<file path="config.mk">
export PLATFORM = sky130hd
export DESIGN_NAME = nmp_caps
export DESIGN_NICKNAME = d
export VERILOG_FILES = /design/src/design/nmp_pkg.sv /design/src/design/nmp_caps.sv
export SDC_FILE = /design/constraint.sdc
export NUM_CORES = 1
export LEC_CHECK = 0
export BUFFER_PORTS_ARGS = -buffer_cell sky130_fd_sc_hd__buf_2
export CORE_UTILIZATION = 25
export DETAILED_ROUTE_END_ITERATION = 8
export GPL_TIMING_DRIVEN = 1
export HOLD_SLACK_MARGIN = 0.02
export PLACE_DENSITY_LB_ADDON = 0.1
export SYNTH_ARGS = -nofsm -noshare
export SYNTH_HDL_FRONTEND = slang
export SYNTH_SLANG_ARGS = --single-unit
</file>
<file path="constraint.sdc">
create_clock -name clock -period 2.1 [get_ports clock]
set_input_delay 0 -clock clock [delete_from_list [all_inputs] [get_ports clock]]
set_output_delay 0 -clock clock [all_outputs]
set_load 0.01 [all_outputs]
</file>
<file path="src/design/nmp_pkg.sv">
// Purpose: Constants and types for the namespace metadata and protection
//          capability register bank.
// Assumes: AHB-Lite register access, 32-bit data, one register per word.
// Notes:   Register indices are word positions; byte address is index * 4.
package nmp_pkg;
    // Register indices; the bus address is the index shifted left by two.
    localparam logic [7:0] IDX_ACTIVE_FORMAT = 8'h1A;
    localparam logic [7:0] IDX_MD_CAPS       = 8'h1B;
    localparam logic [7:0] IDX_PROT_CAPS     = 8'h1C;
    localparam logic [7:0] IDX_PROT_SETTINGS = 8'h1D;
    localparam logic [7:0] IDX_CAP_CONFIG    = 8'h40;
    localparam logic [7:0] IDX_SET_REQUEST   = 8'h41;
    localparam logic [7:0] IDX_STATUS        = 8'h42;
    localparam int         IDX_LSB           = 2;
    localparam int         IDX_MSB           = 9;

    // Metadata capability byte fields.
    localparam int MC_EXTENDED  = 0;
    localparam int MC_SEPARATE  = 1;
    // Protection capability byte fields.
    localparam int DPC_TYPE1    = 0;
    localparam int DPC_TYPE2    = 1;
    localparam int DPC_TYPE3    = 2;
    localparam int DPC_FIRST8   = 3;
    localparam int DPC_LAST8    = 4;
    // Protection setting byte and active format fields.
    localparam int DPS_FIRST8   = 3;
    localparam int FMT_EXTENDED = 4;
    // Capability configuration word: metadata caps low, protection caps high.
    localparam int CFG_DPC_LSB  = 8;
    // Status bits.
    localparam int ST_SET_REJ   = 0;
    localparam int ST_FMT_REJ   = 1;
    localparam int ST_CAP_REJ   = 2;

    localparam logic [2:0] PI_DISABLED = 3'h0;
    localparam logic [2:0] PI_TYPE1    = 3'h1;
    localparam logic [2:0] PI_TYPE2    = 3'h2;
    localparam logic [2:0] PI_TYPE3    = 3'h3;

    localparam logic [1:0] RST_MC  = 2'h2;
    localparam logic [4:0] RST_DPC = 5'h00;
    localparam logic [4:0] RST_FMT = 5'h00;
    localparam logic [3:0] RST_DPS = 4'h0;

    typedef struct packed {
        logic [1:0]  mc;
        logic [4:0]  protection_capabilities;
        logic [4:0]  fmt;
        logic [3:0]  protection_type_settings;
        logic [2:0]  rej;
        logic        ph_val;
        logic        ph_wr;
        logic [7:0]  ph_idx;
        logic [31:0] rdata;
        logic        rdy;
    } nmp_state_t;
endpackage : nmp_pkg

</file>
<file path="src/design/nmp_caps.sv">
// Purpose: Namespace metadata and protection capability register bank
//          behind an AHB-Lite slave.
// Assumes: Single word transfers only; one clock, synchronous reset.
// Notes:   Function
// Function
// Metadata capability byte at index 27; bit 1 flags separate buffer.
// Metadata capability bit 0 flags metadata inside extended blocks.
// Metadata capability bits 7:2 read as zero.
// Protection capability byte at index 28; several bits may be set.
// Protection capability bit 4 flags information in last eight bytes.
// Protection capability bit 3 flags information in first eight bytes.
// Protection capability bits 2,1,0 flag types 3,2,1 independently.
// Protection capability bits 7:5 read as zero.
// Setting byte at index 29; bit 3 set means first eight bytes.
// Setting bits 2:0: 0 off, 1..3 type 1..3, 4..7 reserved.
// Setting bits 7:4 read as zero.
// Active format bit 4 one means extended blocks, zero separate buffer.
// Metadata travels wholly extended or wholly separate, never split.
// Reported setting is only ever one the capabilities advertise.
`timescale 1ns/1ps
module nmp_caps (
    input  wire logic        clock,     // 200 MHz clock
    input  wire logic        rstn,      // synchronous reset, active low
    input  wire logic        hsel,      // slave select
    input  wire logic [31:0] haddr,     // byte address
    input  wire logic [1:0]  htrans,    // transfer type
    input  wire logic        hwrite,    // write when high
    input  wire logic [2:0]  hsize,     // transfer size, word only
    input  wire logic [31:0] hwdata,    // write data
    input  wire logic        hready,    // bus ready
    output logic             hreadyout, // slave ready
    output logic             hresp,     // response, always OKAY
    output logic [31:0]      hrdata,    // read data
    output logic             md_extended, // metadata in extended blocks
    output logic             md_separate, // metadata in separate buffer
    output logic [2:0]       pi_type,   // active protection type code
    output logic             pi_first8  // protection in first eight bytes
);
    nmp_pkg::nmp_state_t s_q;
    nmp_pkg::nmp_state_t s_d;

    // A placement is legal only when the capability byte offers it.
    function automatic logic fmt_ok(input logic [4:0] fmt,
                                    input logic [1:0] mc);
        if (fmt[nmp_pkg::FMT_EXTENDED]) begin
            fmt_ok = mc[nmp_pkg::MC_EXTENDED];
        end else begin
            fmt_ok = mc[nmp_pkg::MC_SEPARATE];
        end
    endfunction : fmt_ok

    // A setting is legal when disabled, or when its type and placement are both offered.
    function automatic logic dps_ok(input logic [3:0] protection_type_settings,
                                    input logic [4:0] protection_capabilities);
        logic place;
        place = protection_type_settings[nmp_pkg::DPS_FIRST8] ? protection_capabilities[nmp_pkg::DPC_FIRST8]
                                         : protection_capabilities[nmp_pkg::DPC_LAST8];
        case (protection_type_settings[2:0])
            nmp_pkg::PI_DISABLED: dps_ok = 1'b1;
            nmp_pkg::PI_TYPE1:    dps_ok = protection_capabilities[nmp_pkg::DPC_TYPE1] & place;
            nmp_pkg::PI_TYPE2:    dps_ok = protection_capabilities[nmp_pkg::DPC_TYPE2] & place;
            nmp_pkg::PI_TYPE3:    dps_ok = protection_capabilities[nmp_pkg::DPC_TYPE3] & place;
            default:              dps_ok = 1'b0;
        endcase
    endfunction : dps_ok

    always_comb begin
        s_d     = s_q;
        s_d.rdy = 1'b1;

        // Data phase of a write.
        if (s_q.ph_val && s_q.ph_wr) begin
            case (s_q.ph_idx)
                nmp_pkg::IDX_CAP_CONFIG: begin
                    // A namespace with no metadata path at all would leave
                    // placement undefined, so such a write is refused.
                    if (hwdata[1:0] == 2'h0) begin
                        s_d.rej[nmp_pkg::ST_CAP_REJ] = 1'b1;
                    end else begin
                        s_d.rej[nmp_pkg::ST_CAP_REJ] = 1'b0;
                        s_d.mc  = hwdata[1:0];
                        s_d.protection_capabilities = hwdata[nmp_pkg::CFG_DPC_LSB +: 5];
                        // Revalidate the active choices against new caps.
                        if (!fmt_ok(s_d.fmt, s_d.mc)) begin
                            s_d.fmt[nmp_pkg::FMT_EXTENDED] =
                                ~s_d.fmt[nmp_pkg::FMT_EXTENDED];
                        end
                        if (!dps_ok(s_d.protection_type_settings, s_d.protection_capabilities)) begin
                            s_d.protection_type_settings = {1'b0, nmp_pkg::PI_DISABLED};
                        end
                    end
                end
                nmp_pkg::IDX_ACTIVE_FORMAT: begin
                    if (fmt_ok(hwdata[4:0], s_q.mc)) begin
                        s_d.fmt = hwdata[4:0];
                        s_d.rej[nmp_pkg::ST_FMT_REJ] = 1'b0;
                    end else begin
                        s_d.rej[nmp_pkg::ST_FMT_REJ] = 1'b1;
                    end
                end
                nmp_pkg::IDX_SET_REQUEST: begin
                    if (dps_ok(hwdata[3:0], s_q.protection_capabilities)) begin
                        s_d.protection_type_settings = hwdata[3:0];
                        s_d.rej[nmp_pkg::ST_SET_REJ] = 1'b0;
                    end else begin
                        s_d.rej[nmp_pkg::ST_SET_REJ] = 1'b1;
                    end
                end
                default: begin
                end
            endcase
        end

        // Address phase; read data is staged so it stands in the data phase.
        s_d.ph_val = 1'b0;
        s_d.ph_wr  = 1'b0;
        s_d.rdata  = 32'h0000_0000;
        if (hsel && htrans[1] && hready) begin
            s_d.ph_val = 1'b1;
            s_d.ph_wr  = hwrite;
            s_d.ph_idx = haddr[nmp_pkg::IDX_MSB:nmp_pkg::IDX_LSB];
            if (!hwrite) begin
                case (haddr[nmp_pkg::IDX_MSB:nmp_pkg::IDX_LSB])
                    nmp_pkg::IDX_ACTIVE_FORMAT:
                        s_d.rdata = {27'h0, s_d.fmt};
                    nmp_pkg::IDX_MD_CAPS:
                        s_d.rdata = {30'h0, s_d.mc};
                    nmp_pkg::IDX_PROT_CAPS:
                        s_d.rdata = {27'h0, s_d.protection_capabilities};
                    nmp_pkg::IDX_PROT_SETTINGS:
                        s_d.rdata = {28'h0, s_d.protection_type_settings};
                    nmp_pkg::IDX_CAP_CONFIG:
                        s_d.rdata = {19'h0, s_d.protection_capabilities, 6'h00, s_d.mc};
                    nmp_pkg::IDX_SET_REQUEST:
                        s_d.rdata = {28'h0, s_d.protection_type_settings};
                    nmp_pkg::IDX_STATUS:
                        s_d.rdata = {29'h0, s_d.rej};
                    default:
                        s_d.rdata = 32'h0000_0000;
                endcase
            end
        end
    end

    always_ff @(posedge clock) begin
        if (!rstn) begin
            s_q        <= '0;
            s_q.mc     <= nmp_pkg::RST_MC;
            s_q.protection_capabilities    <= nmp_pkg::RST_DPC;
            s_q.fmt    <= nmp_pkg::RST_FMT;
            s_q.protection_type_settings    <= nmp_pkg::RST_DPS;
            s_q.rdy    <= 1'b1;
        end else begin
            s_q <= s_d;
        end
    end

    assign hreadyout   = s_q.rdy;
    assign hresp       = 1'b0;
    assign hrdata      = s_q.rdata;
    assign md_extended = s_q.fmt[nmp_pkg::FMT_EXTENDED];
    assign md_separate = ~s_q.fmt[nmp_pkg::FMT_EXTENDED];
    assign pi_type     = s_q.protection_type_settings[2:0];
    assign pi_first8   = s_q.protection_type_settings[nmp_pkg::DPS_FIRST8];
endmodule : nmp_caps

</file>
==> flow_summary_export.csv, run 1 <==
group,metric,value,unit
critical_path,critPathArrivalTime,2250,ps
global_route,grt_pass1_wl,9.36,mm
critical_path,crit_path_end_kind,"register",
global_route,grt_pass1_vias,1764,
global_route,grt_antenna_before_repair,0,
die,io-pin-count,114,
clock_tree,cts_tree,"done",
critical_path,critPathMostFrequentCell,"buf_4",
clock_tree,clk_latency,300,ps
clock_tree,htreeDepth,2,
cells_and_area,drive_gt1_share,30.4,%
placement,dp.cells,411,
sta,setup_ws,82.0,ps
sta,finalHoldViolCount,0,
sta,final.setup_skew,6.20,ps
die,die_w,94.9,um
synth,ys_seq_area_share,36.2,%
clock_tree,clkSlewWorstSetupHoldPaths,80,ps
clock_tree,cts_buffer_depth,2,
drt,num_vias,1886,
global_route,grt_use_total,13.9,%
drt,routedWlPerCell,13.6,um
critical_path,required,2330,ps
cells_and_area,insertedDiodeCount,0,
synth,ys_seq_elements,39,
clock_tree,clock-root-buffer,"clkbuf_8",
sta,rsz0062_at_grt,"false",
hold_path,hold_class,"primary input to register",
placement,dp_slack,-8.63,ps
critical_path,critical_path_class,"register to register",
drt,first_iter_violations,63,
cells_and_area,final_cells,431,
placement,place_area,2450,um^2
synth,synth_area_per_cell,8.17,um^2
pwr,ir_drop,0.200,mV
cells_and_area,nNetsFinal,399,
synth,synth_edf_count,0,
drt,detail-route-antenna-nets,0,
cells_and_area,syn_to_final_growth,27.0,%
critical_path,cpLargestDelayFamily,"simple AND/OR/NAND/NOR gates",
sta,whs,42.9,ps
die,start_util,26.0,%
critical_path,slowest_delay,580,ps
placement,place_hpwl,4.50,mm
synth,synth-main-ff-cell,"dfxtp_1",
global_route,grt_overflow_total,0,
critical_path,critPathBufInv,2,
cells_and_area,fin_util,33.0,%
drt,finalWirelength,5.86,mm
critical_path,crit_path_max_fanout,3,
sta,setup_violations,0,
die,die-area,9000,um^2
run,max-cap-violations,0,
clock_tree,cts.sink_count,39,
sta,relSlewSlack,52.3,%
global_route,grt_max_degree,26,
critical_path,crit_chain,"or4_4 > buf_4 > a211o_2 > nand2_1 > o211ai_1 > buf_4 > o22a_1 > nor2_1",
sta,min_period_over_period,96.1,%
drt,drc,0,
sta,fmax,496,MHz
pwr,p_total,1.59,mW
die,rows,33,
sta,worst_pin_slew,706,ps
pwr,power_density,580,nW/um^2
synth,yosys_warnings,0,
placement,gp_congestion,0.729,
die,core-area,8300,um^2
drt,dr.pass1.iters,4,
synth,netlist_area,2160,um^2
sta,min_period,2020,ps
sta,fin_tns_setup,0,ps
outcome,status,"finished, final reports clean",
pwr,leakagePower,1.11,nW
synth,async_flop_share,0,%
drt,via_per_inst,4.38,
die,die_h,94.9,um
critical_path,crit_path_top_delay_cell,"or4_4",
synth,synthDistinctLibCells,46,
clock_tree,cts_buffers,5,
cells_and_area,postLayoutCellArea,2740,um^2
critical_path,critPathLaunchType,"register",
synth,syn_inst,264,
placement,port_buffers,39,
sta,slew_violations,0,
[cells in the final DEF (no fill, tap or decap), drive strengths merged, types with 3 or more instances in the layout]
| cell | count |
|---|---|
| a21oi | 15 |
| a31oi | 7 |
| and3 | 7 |
| buf | 68 |
| clkbuf | 6 |
| conb | 24 |
| dfxtp | 39 |
| dlygate4sd3 | 9 |
| inv | 7 |
| mux2 | 3 |
| mux2i | 13 |
| nand2 | 29 |
| nand3 | 4 |
| nor2 | 36 |
| nor3 | 9 |
| nor4 | 3 |
| o21ai | 10 |
| o22a | 4 |
[Yosys cell counts (2+ instances only)]
library cell	count	area share [%]
a21oi_1	14	3.3
a22o_1	2	0.81
a31oi_1	7	2.0
and3_1	7	2.0
buf_4	37	13
clkbuf_1	8	1.4
conb_1	2	0.35
dfxtp_1	39	36
inv_1	6	1.0
mux2_2	3	1.6
mux2i_1	13	6.0
nand2_1	29	5.0
nand3_1	4	0.93
nand4b_1	2	0.81
nor2_1	36	6.3
nor2b_1	2	0.58
nor3_1	7	1.6
nor3_2	2	0.93
nor4_1	2	0.58
o211ai_1	2	0.70
o21ai_0	10	2.3
o22a_1	4	1.6
or2_2	2	0.58
or4b_1	2	0.93
[cells by family after synthesis]
logic type             after synthesis  synth area share, %
AO/OA/AOI/OAI                       50                 15.5
multiplexers                        16                 7.60
other                                2                0.348
flip-flops                          39                 36.2
buffers and inverters               52                 15.5
AND/OR/NAND/NOR                    105                 24.8
[worst min-delay path, stage by stage]
cell	delay (ps)
buf_2	120
mux2i_1	100
nor2_1	80
[worst paths after layout]
| path | startpoint | endpoint | slack [ps] | depth (start not counted) |
|---|---|---|---|---|
| min reg2reg | s_q[45] | s_q[45] | 510 | 2 |
| min | hwdata[8] | s_q[55] | 40 | 3 |
| max | s_q[33] | hrdata[4] | 80 | 8 |
| max reg2reg | s_q[33] | hrdata[4] | 80 | 8 |
[layout make-up]
class	instances	area, um^2
Clock buffer	6	82.6
Clock inverter	2	38.8
Fill cell	876	5560
Inverter	7	26.3
Multi-Input combinational cell	195	1170
Sequential cell	39	781
Tap cell	105	131
Timing Repair Buffer	77	503
[flip-flops by register name, indices dropped and copies added (netlist names)]
| signal | flops |
|---|---|
| hrdata | 10 |
| md_extended | 1 |
| pi_first8 | 1 |
| pi_type | 3 |
| s_q | 24 |
[where the power goes]
part | internal [mW] | leakage [nW] | switching [mW]
Sequential | 0.745 | 0.315 | 0.00493
Clock | 0.391 | 0.0618 | 0.289
Combinational | 0.0599 | 0.735 | 0.0972
Total | 1.20 | 1.11 | 0.391
[layer usage]
| metal | track usage (%) | part of all wire [%] | vias up |
|---|---|---|---|
| li1 | - | - | 986 |
| met5 | 0 | 0 | - |
| met1 | 19.7 | 52 | 839 |
| met3 | 2.58 | 3.6 | 6 |
| met4 | 4.55 | 1.3 | 0 |
| met2 | 21.0 | 43 | 55 |
[timing repair]
action | CTS | global route
pin swaps | 1 | 1
setup buffers | 1 | 2
hold buffers | 9 | 0
endpoints found under the hold margin | 10 | 0
endpoints found under the setup margin | 4 | 5
resized for setup | 2 | 9
No activity file was read; power rests on OpenSTA's default activity.
==> run 2, diff against run 1 <==
--- a/config.mk
+++ b/config.mk
@@ -5,12 +5,14 @@
 export SDC_FILE = /design/constraint.sdc
 export NUM_CORES = 1
 export LEC_CHECK = 0
+export ABC_CLOCK_PERIOD_IN_PS = 2100
 export BUFFER_PORTS_ARGS = -buffer_cell sky130_fd_sc_hd__buf_2
 export CORE_UTILIZATION = 25
 export DETAILED_ROUTE_END_ITERATION = 8
 export GPL_TIMING_DRIVEN = 1
 export HOLD_SLACK_MARGIN = 0.02
 export PLACE_DENSITY_LB_ADDON = 0.1
+export RECOVER_POWER = 100
 export SYNTH_ARGS = -nofsm -noshare
 export SYNTH_HDL_FRONTEND = slang
 export SYNTH_SLANG_ARGS = --single-unit
==> run 2 against run 1 <==
- flip-flop and latch count did not move
- final cell count unchanged
- combinational power hardly changed
- die area unchanged
- sequential power is essentially flat
- sequential share of layout area increased by 0.48 points
- via count down 0.42%
- fmax grew 0.97%
==> flow_summary_export.csv, run 2 (same netlist as run 1, synthesis figures left out) <==
group,metric,value,unit
sta,min_period_over_period,95.2,%
critical_path,crit_chain,"or4_4 > clkbuf_2 > a211o_2 > nand2_1 > o211ai_1 > buf_4 > o22a_1 > nor2_1",
clock_tree,clkSlewWorstSetupHoldPaths,80,ps
sta,final.setup_skew,7.22,ps
placement,place_hpwl,4.50,mm
cells_and_area,syn_to_final_growth,24.9,%
critical_path,crit_path_top_delay_cell,"or4_4",
clock_tree,clk_latency,300,ps
drt,detail-route-antenna-nets,0,
sta,setup_ws,101,ps
die,die_w,94.9,um
clock_tree,cts_tree,"done",
hold_path,hold_class,"primary input to register",
global_route,grt_most_used_layer,"met2",
cells_and_area,fillers,883,
placement,gp_congestion,0.729,
global_route,grt_pass1_vias,1764,
critical_path,slowest_delay,580,ps
drt,finalWirelength,5.86,mm
pwr,leakagePower,1.03,nW
die,rows,33,
sta,whs,42.3,ps
sta,fmax,500,MHz
global_route,met2_usage,21.0,%
global_route,grt_overflow_total,0,
sta,min_period,2000,ps
clock_tree,cts.sink_count,39,
placement,port_buffers,39,
clock_tree,cts_buffers,5,
critical_path,critical_path_class,"register to register",
cells_and_area,insertedDiodeCount,0,
drt,dr.pass1.iters,4,
cells_and_area,nNetsFinal,399,
sta,rsz0062_at_grt,"false",
sta,setup_violations,0,
die,die_h,94.9,um
critical_path,critPathArrivalTime,2230,ps
die,die-area,9000,um^2
sta,worst_pin_slew,706,ps
run,max-cap-violations,0,
drt,num_vias,1878,
global_route,grt_antenna_before_repair,0,
placement,place_area,2450,um^2
global_route,grt_use_met3,2.58,%
sta,fin_tns_setup,0,ps
placement,dp_slack,-8.63,ps
die,core-area,8300,um^2
global_route,use_met1,19.7,%
die,io-pin-count,114,
global_route,grt_use_total,13.9,%
cells_and_area,final_cell_mix,"dfxtp_1 (39), nor2_1 (36), nand2_1 (29)",
sta,finalHoldViolCount,0,
cells_and_area,drive_gt1_share,23.6,%
die,start_util,26.0,%
sta,relSlewSlack,52.3,%
critical_path,crit_path_max_fanout,3,
drt,via_per_inst,4.36,
clock_tree,cts_buffer_depth,2,
cells_and_area,final_common_cell,"dfxtp_1",
global_route,grt_max_degree,26,
sta,slew_violations,0,
drt,routedWlPerCell,13.6,um
cells_and_area,postLayoutCellArea,2690,um^2
clock_tree,htreeDepth,2,
outcome,status,"finished, final reports clean",
global_route,grt_pass1_wl,9.36,mm
pwr,ir_drop,0.200,mV
drt,drc,0,
critical_path,crit_path_end_kind,"register",
critical_path,required,2330,ps
pwr,power_density,589,nW/um^2
drt,first_iter_violations,56,
cells_and_area,largest_register_ffs,24,
cells_and_area,top_register,"s_q",
clock_tree,clock-root-buffer,"clkbuf_8",
critical_path,critPathLaunchType,"register",
run 2: cell types whose count changed in the layout (fill, tap and decap cells not counted), sizes merged:
cell    delta
clkbuf    +21
buf       -21
run 2: per-layer routing:
metal  up-vias  wire (um)  part of all wire (%)
li1        987          -                     -
met1       839       3050                    52
met2        46       2530                    43
met3         6        207                   3.5
met4         0         74                   1.3
met5         -          0                     0
run 2: through the flow:
stage / total power, mW / std cells / utilization, %
finish: 1.59 / 431 / 32.4
global route: 1.65 / 431 / 32.4
CTS: 1.60 / 429 / 32.3
detailed placement: 0.906 / 411 / 29.5
global placement: 0.907 / 411 / 29.5
floorplan: 0.875 / 286 / -
run 2: report_power, final:
part	switching [mW]	total, mW	internal [mW]
Clock	0.291	0.682	0.391
Combinational	0.0966	0.154	0.0572
Sequential	0.00498	0.750	0.745
Total	0.393	1.59	1.19
run 2: critical path: cells and delay by family (launching register included):
kind,cells,cell delay [ps]
simple gates,3,740
compound gates,3,560
flops,1,320
buf+inv,2,310
run 2: worst paths after layout:
| kind | from | end | slack [ps] | depth (start not counted) |
|---|---|---|---|---|
| max | s_q[33] | hrdata[4] | 100 | 8 |
| min | haddr[3] | s_q[34] | 40 | 3 |
| max reg2reg | s_q[33] | hrdata[4] | 100 | 8 |
| min reg2reg | s_q[45] | s_q[45] | 510 | 2 |
run 2: layout make-up:
cell class	instances	area [um^2]	area share, %
multi-input cells	195	1160	43.2
flip-flops and latches	39	781	29.0
repair buffers	77	469	17.4
well taps	105	131	4.88
clock buffers	6	82.6	3.07
clock inverters	2	38.8	1.44
inverters	7	26.3	0.976
run 2: timing repair:
item                                    4_1_cts  5_1_grt
gates resized for setup                       2        9
hold buffers                                  9        0
pin swaps                                     1        1
setup buffers                                 1        2
hold endpoints to repair                     10        0
endpoints found under the setup margin        4        5
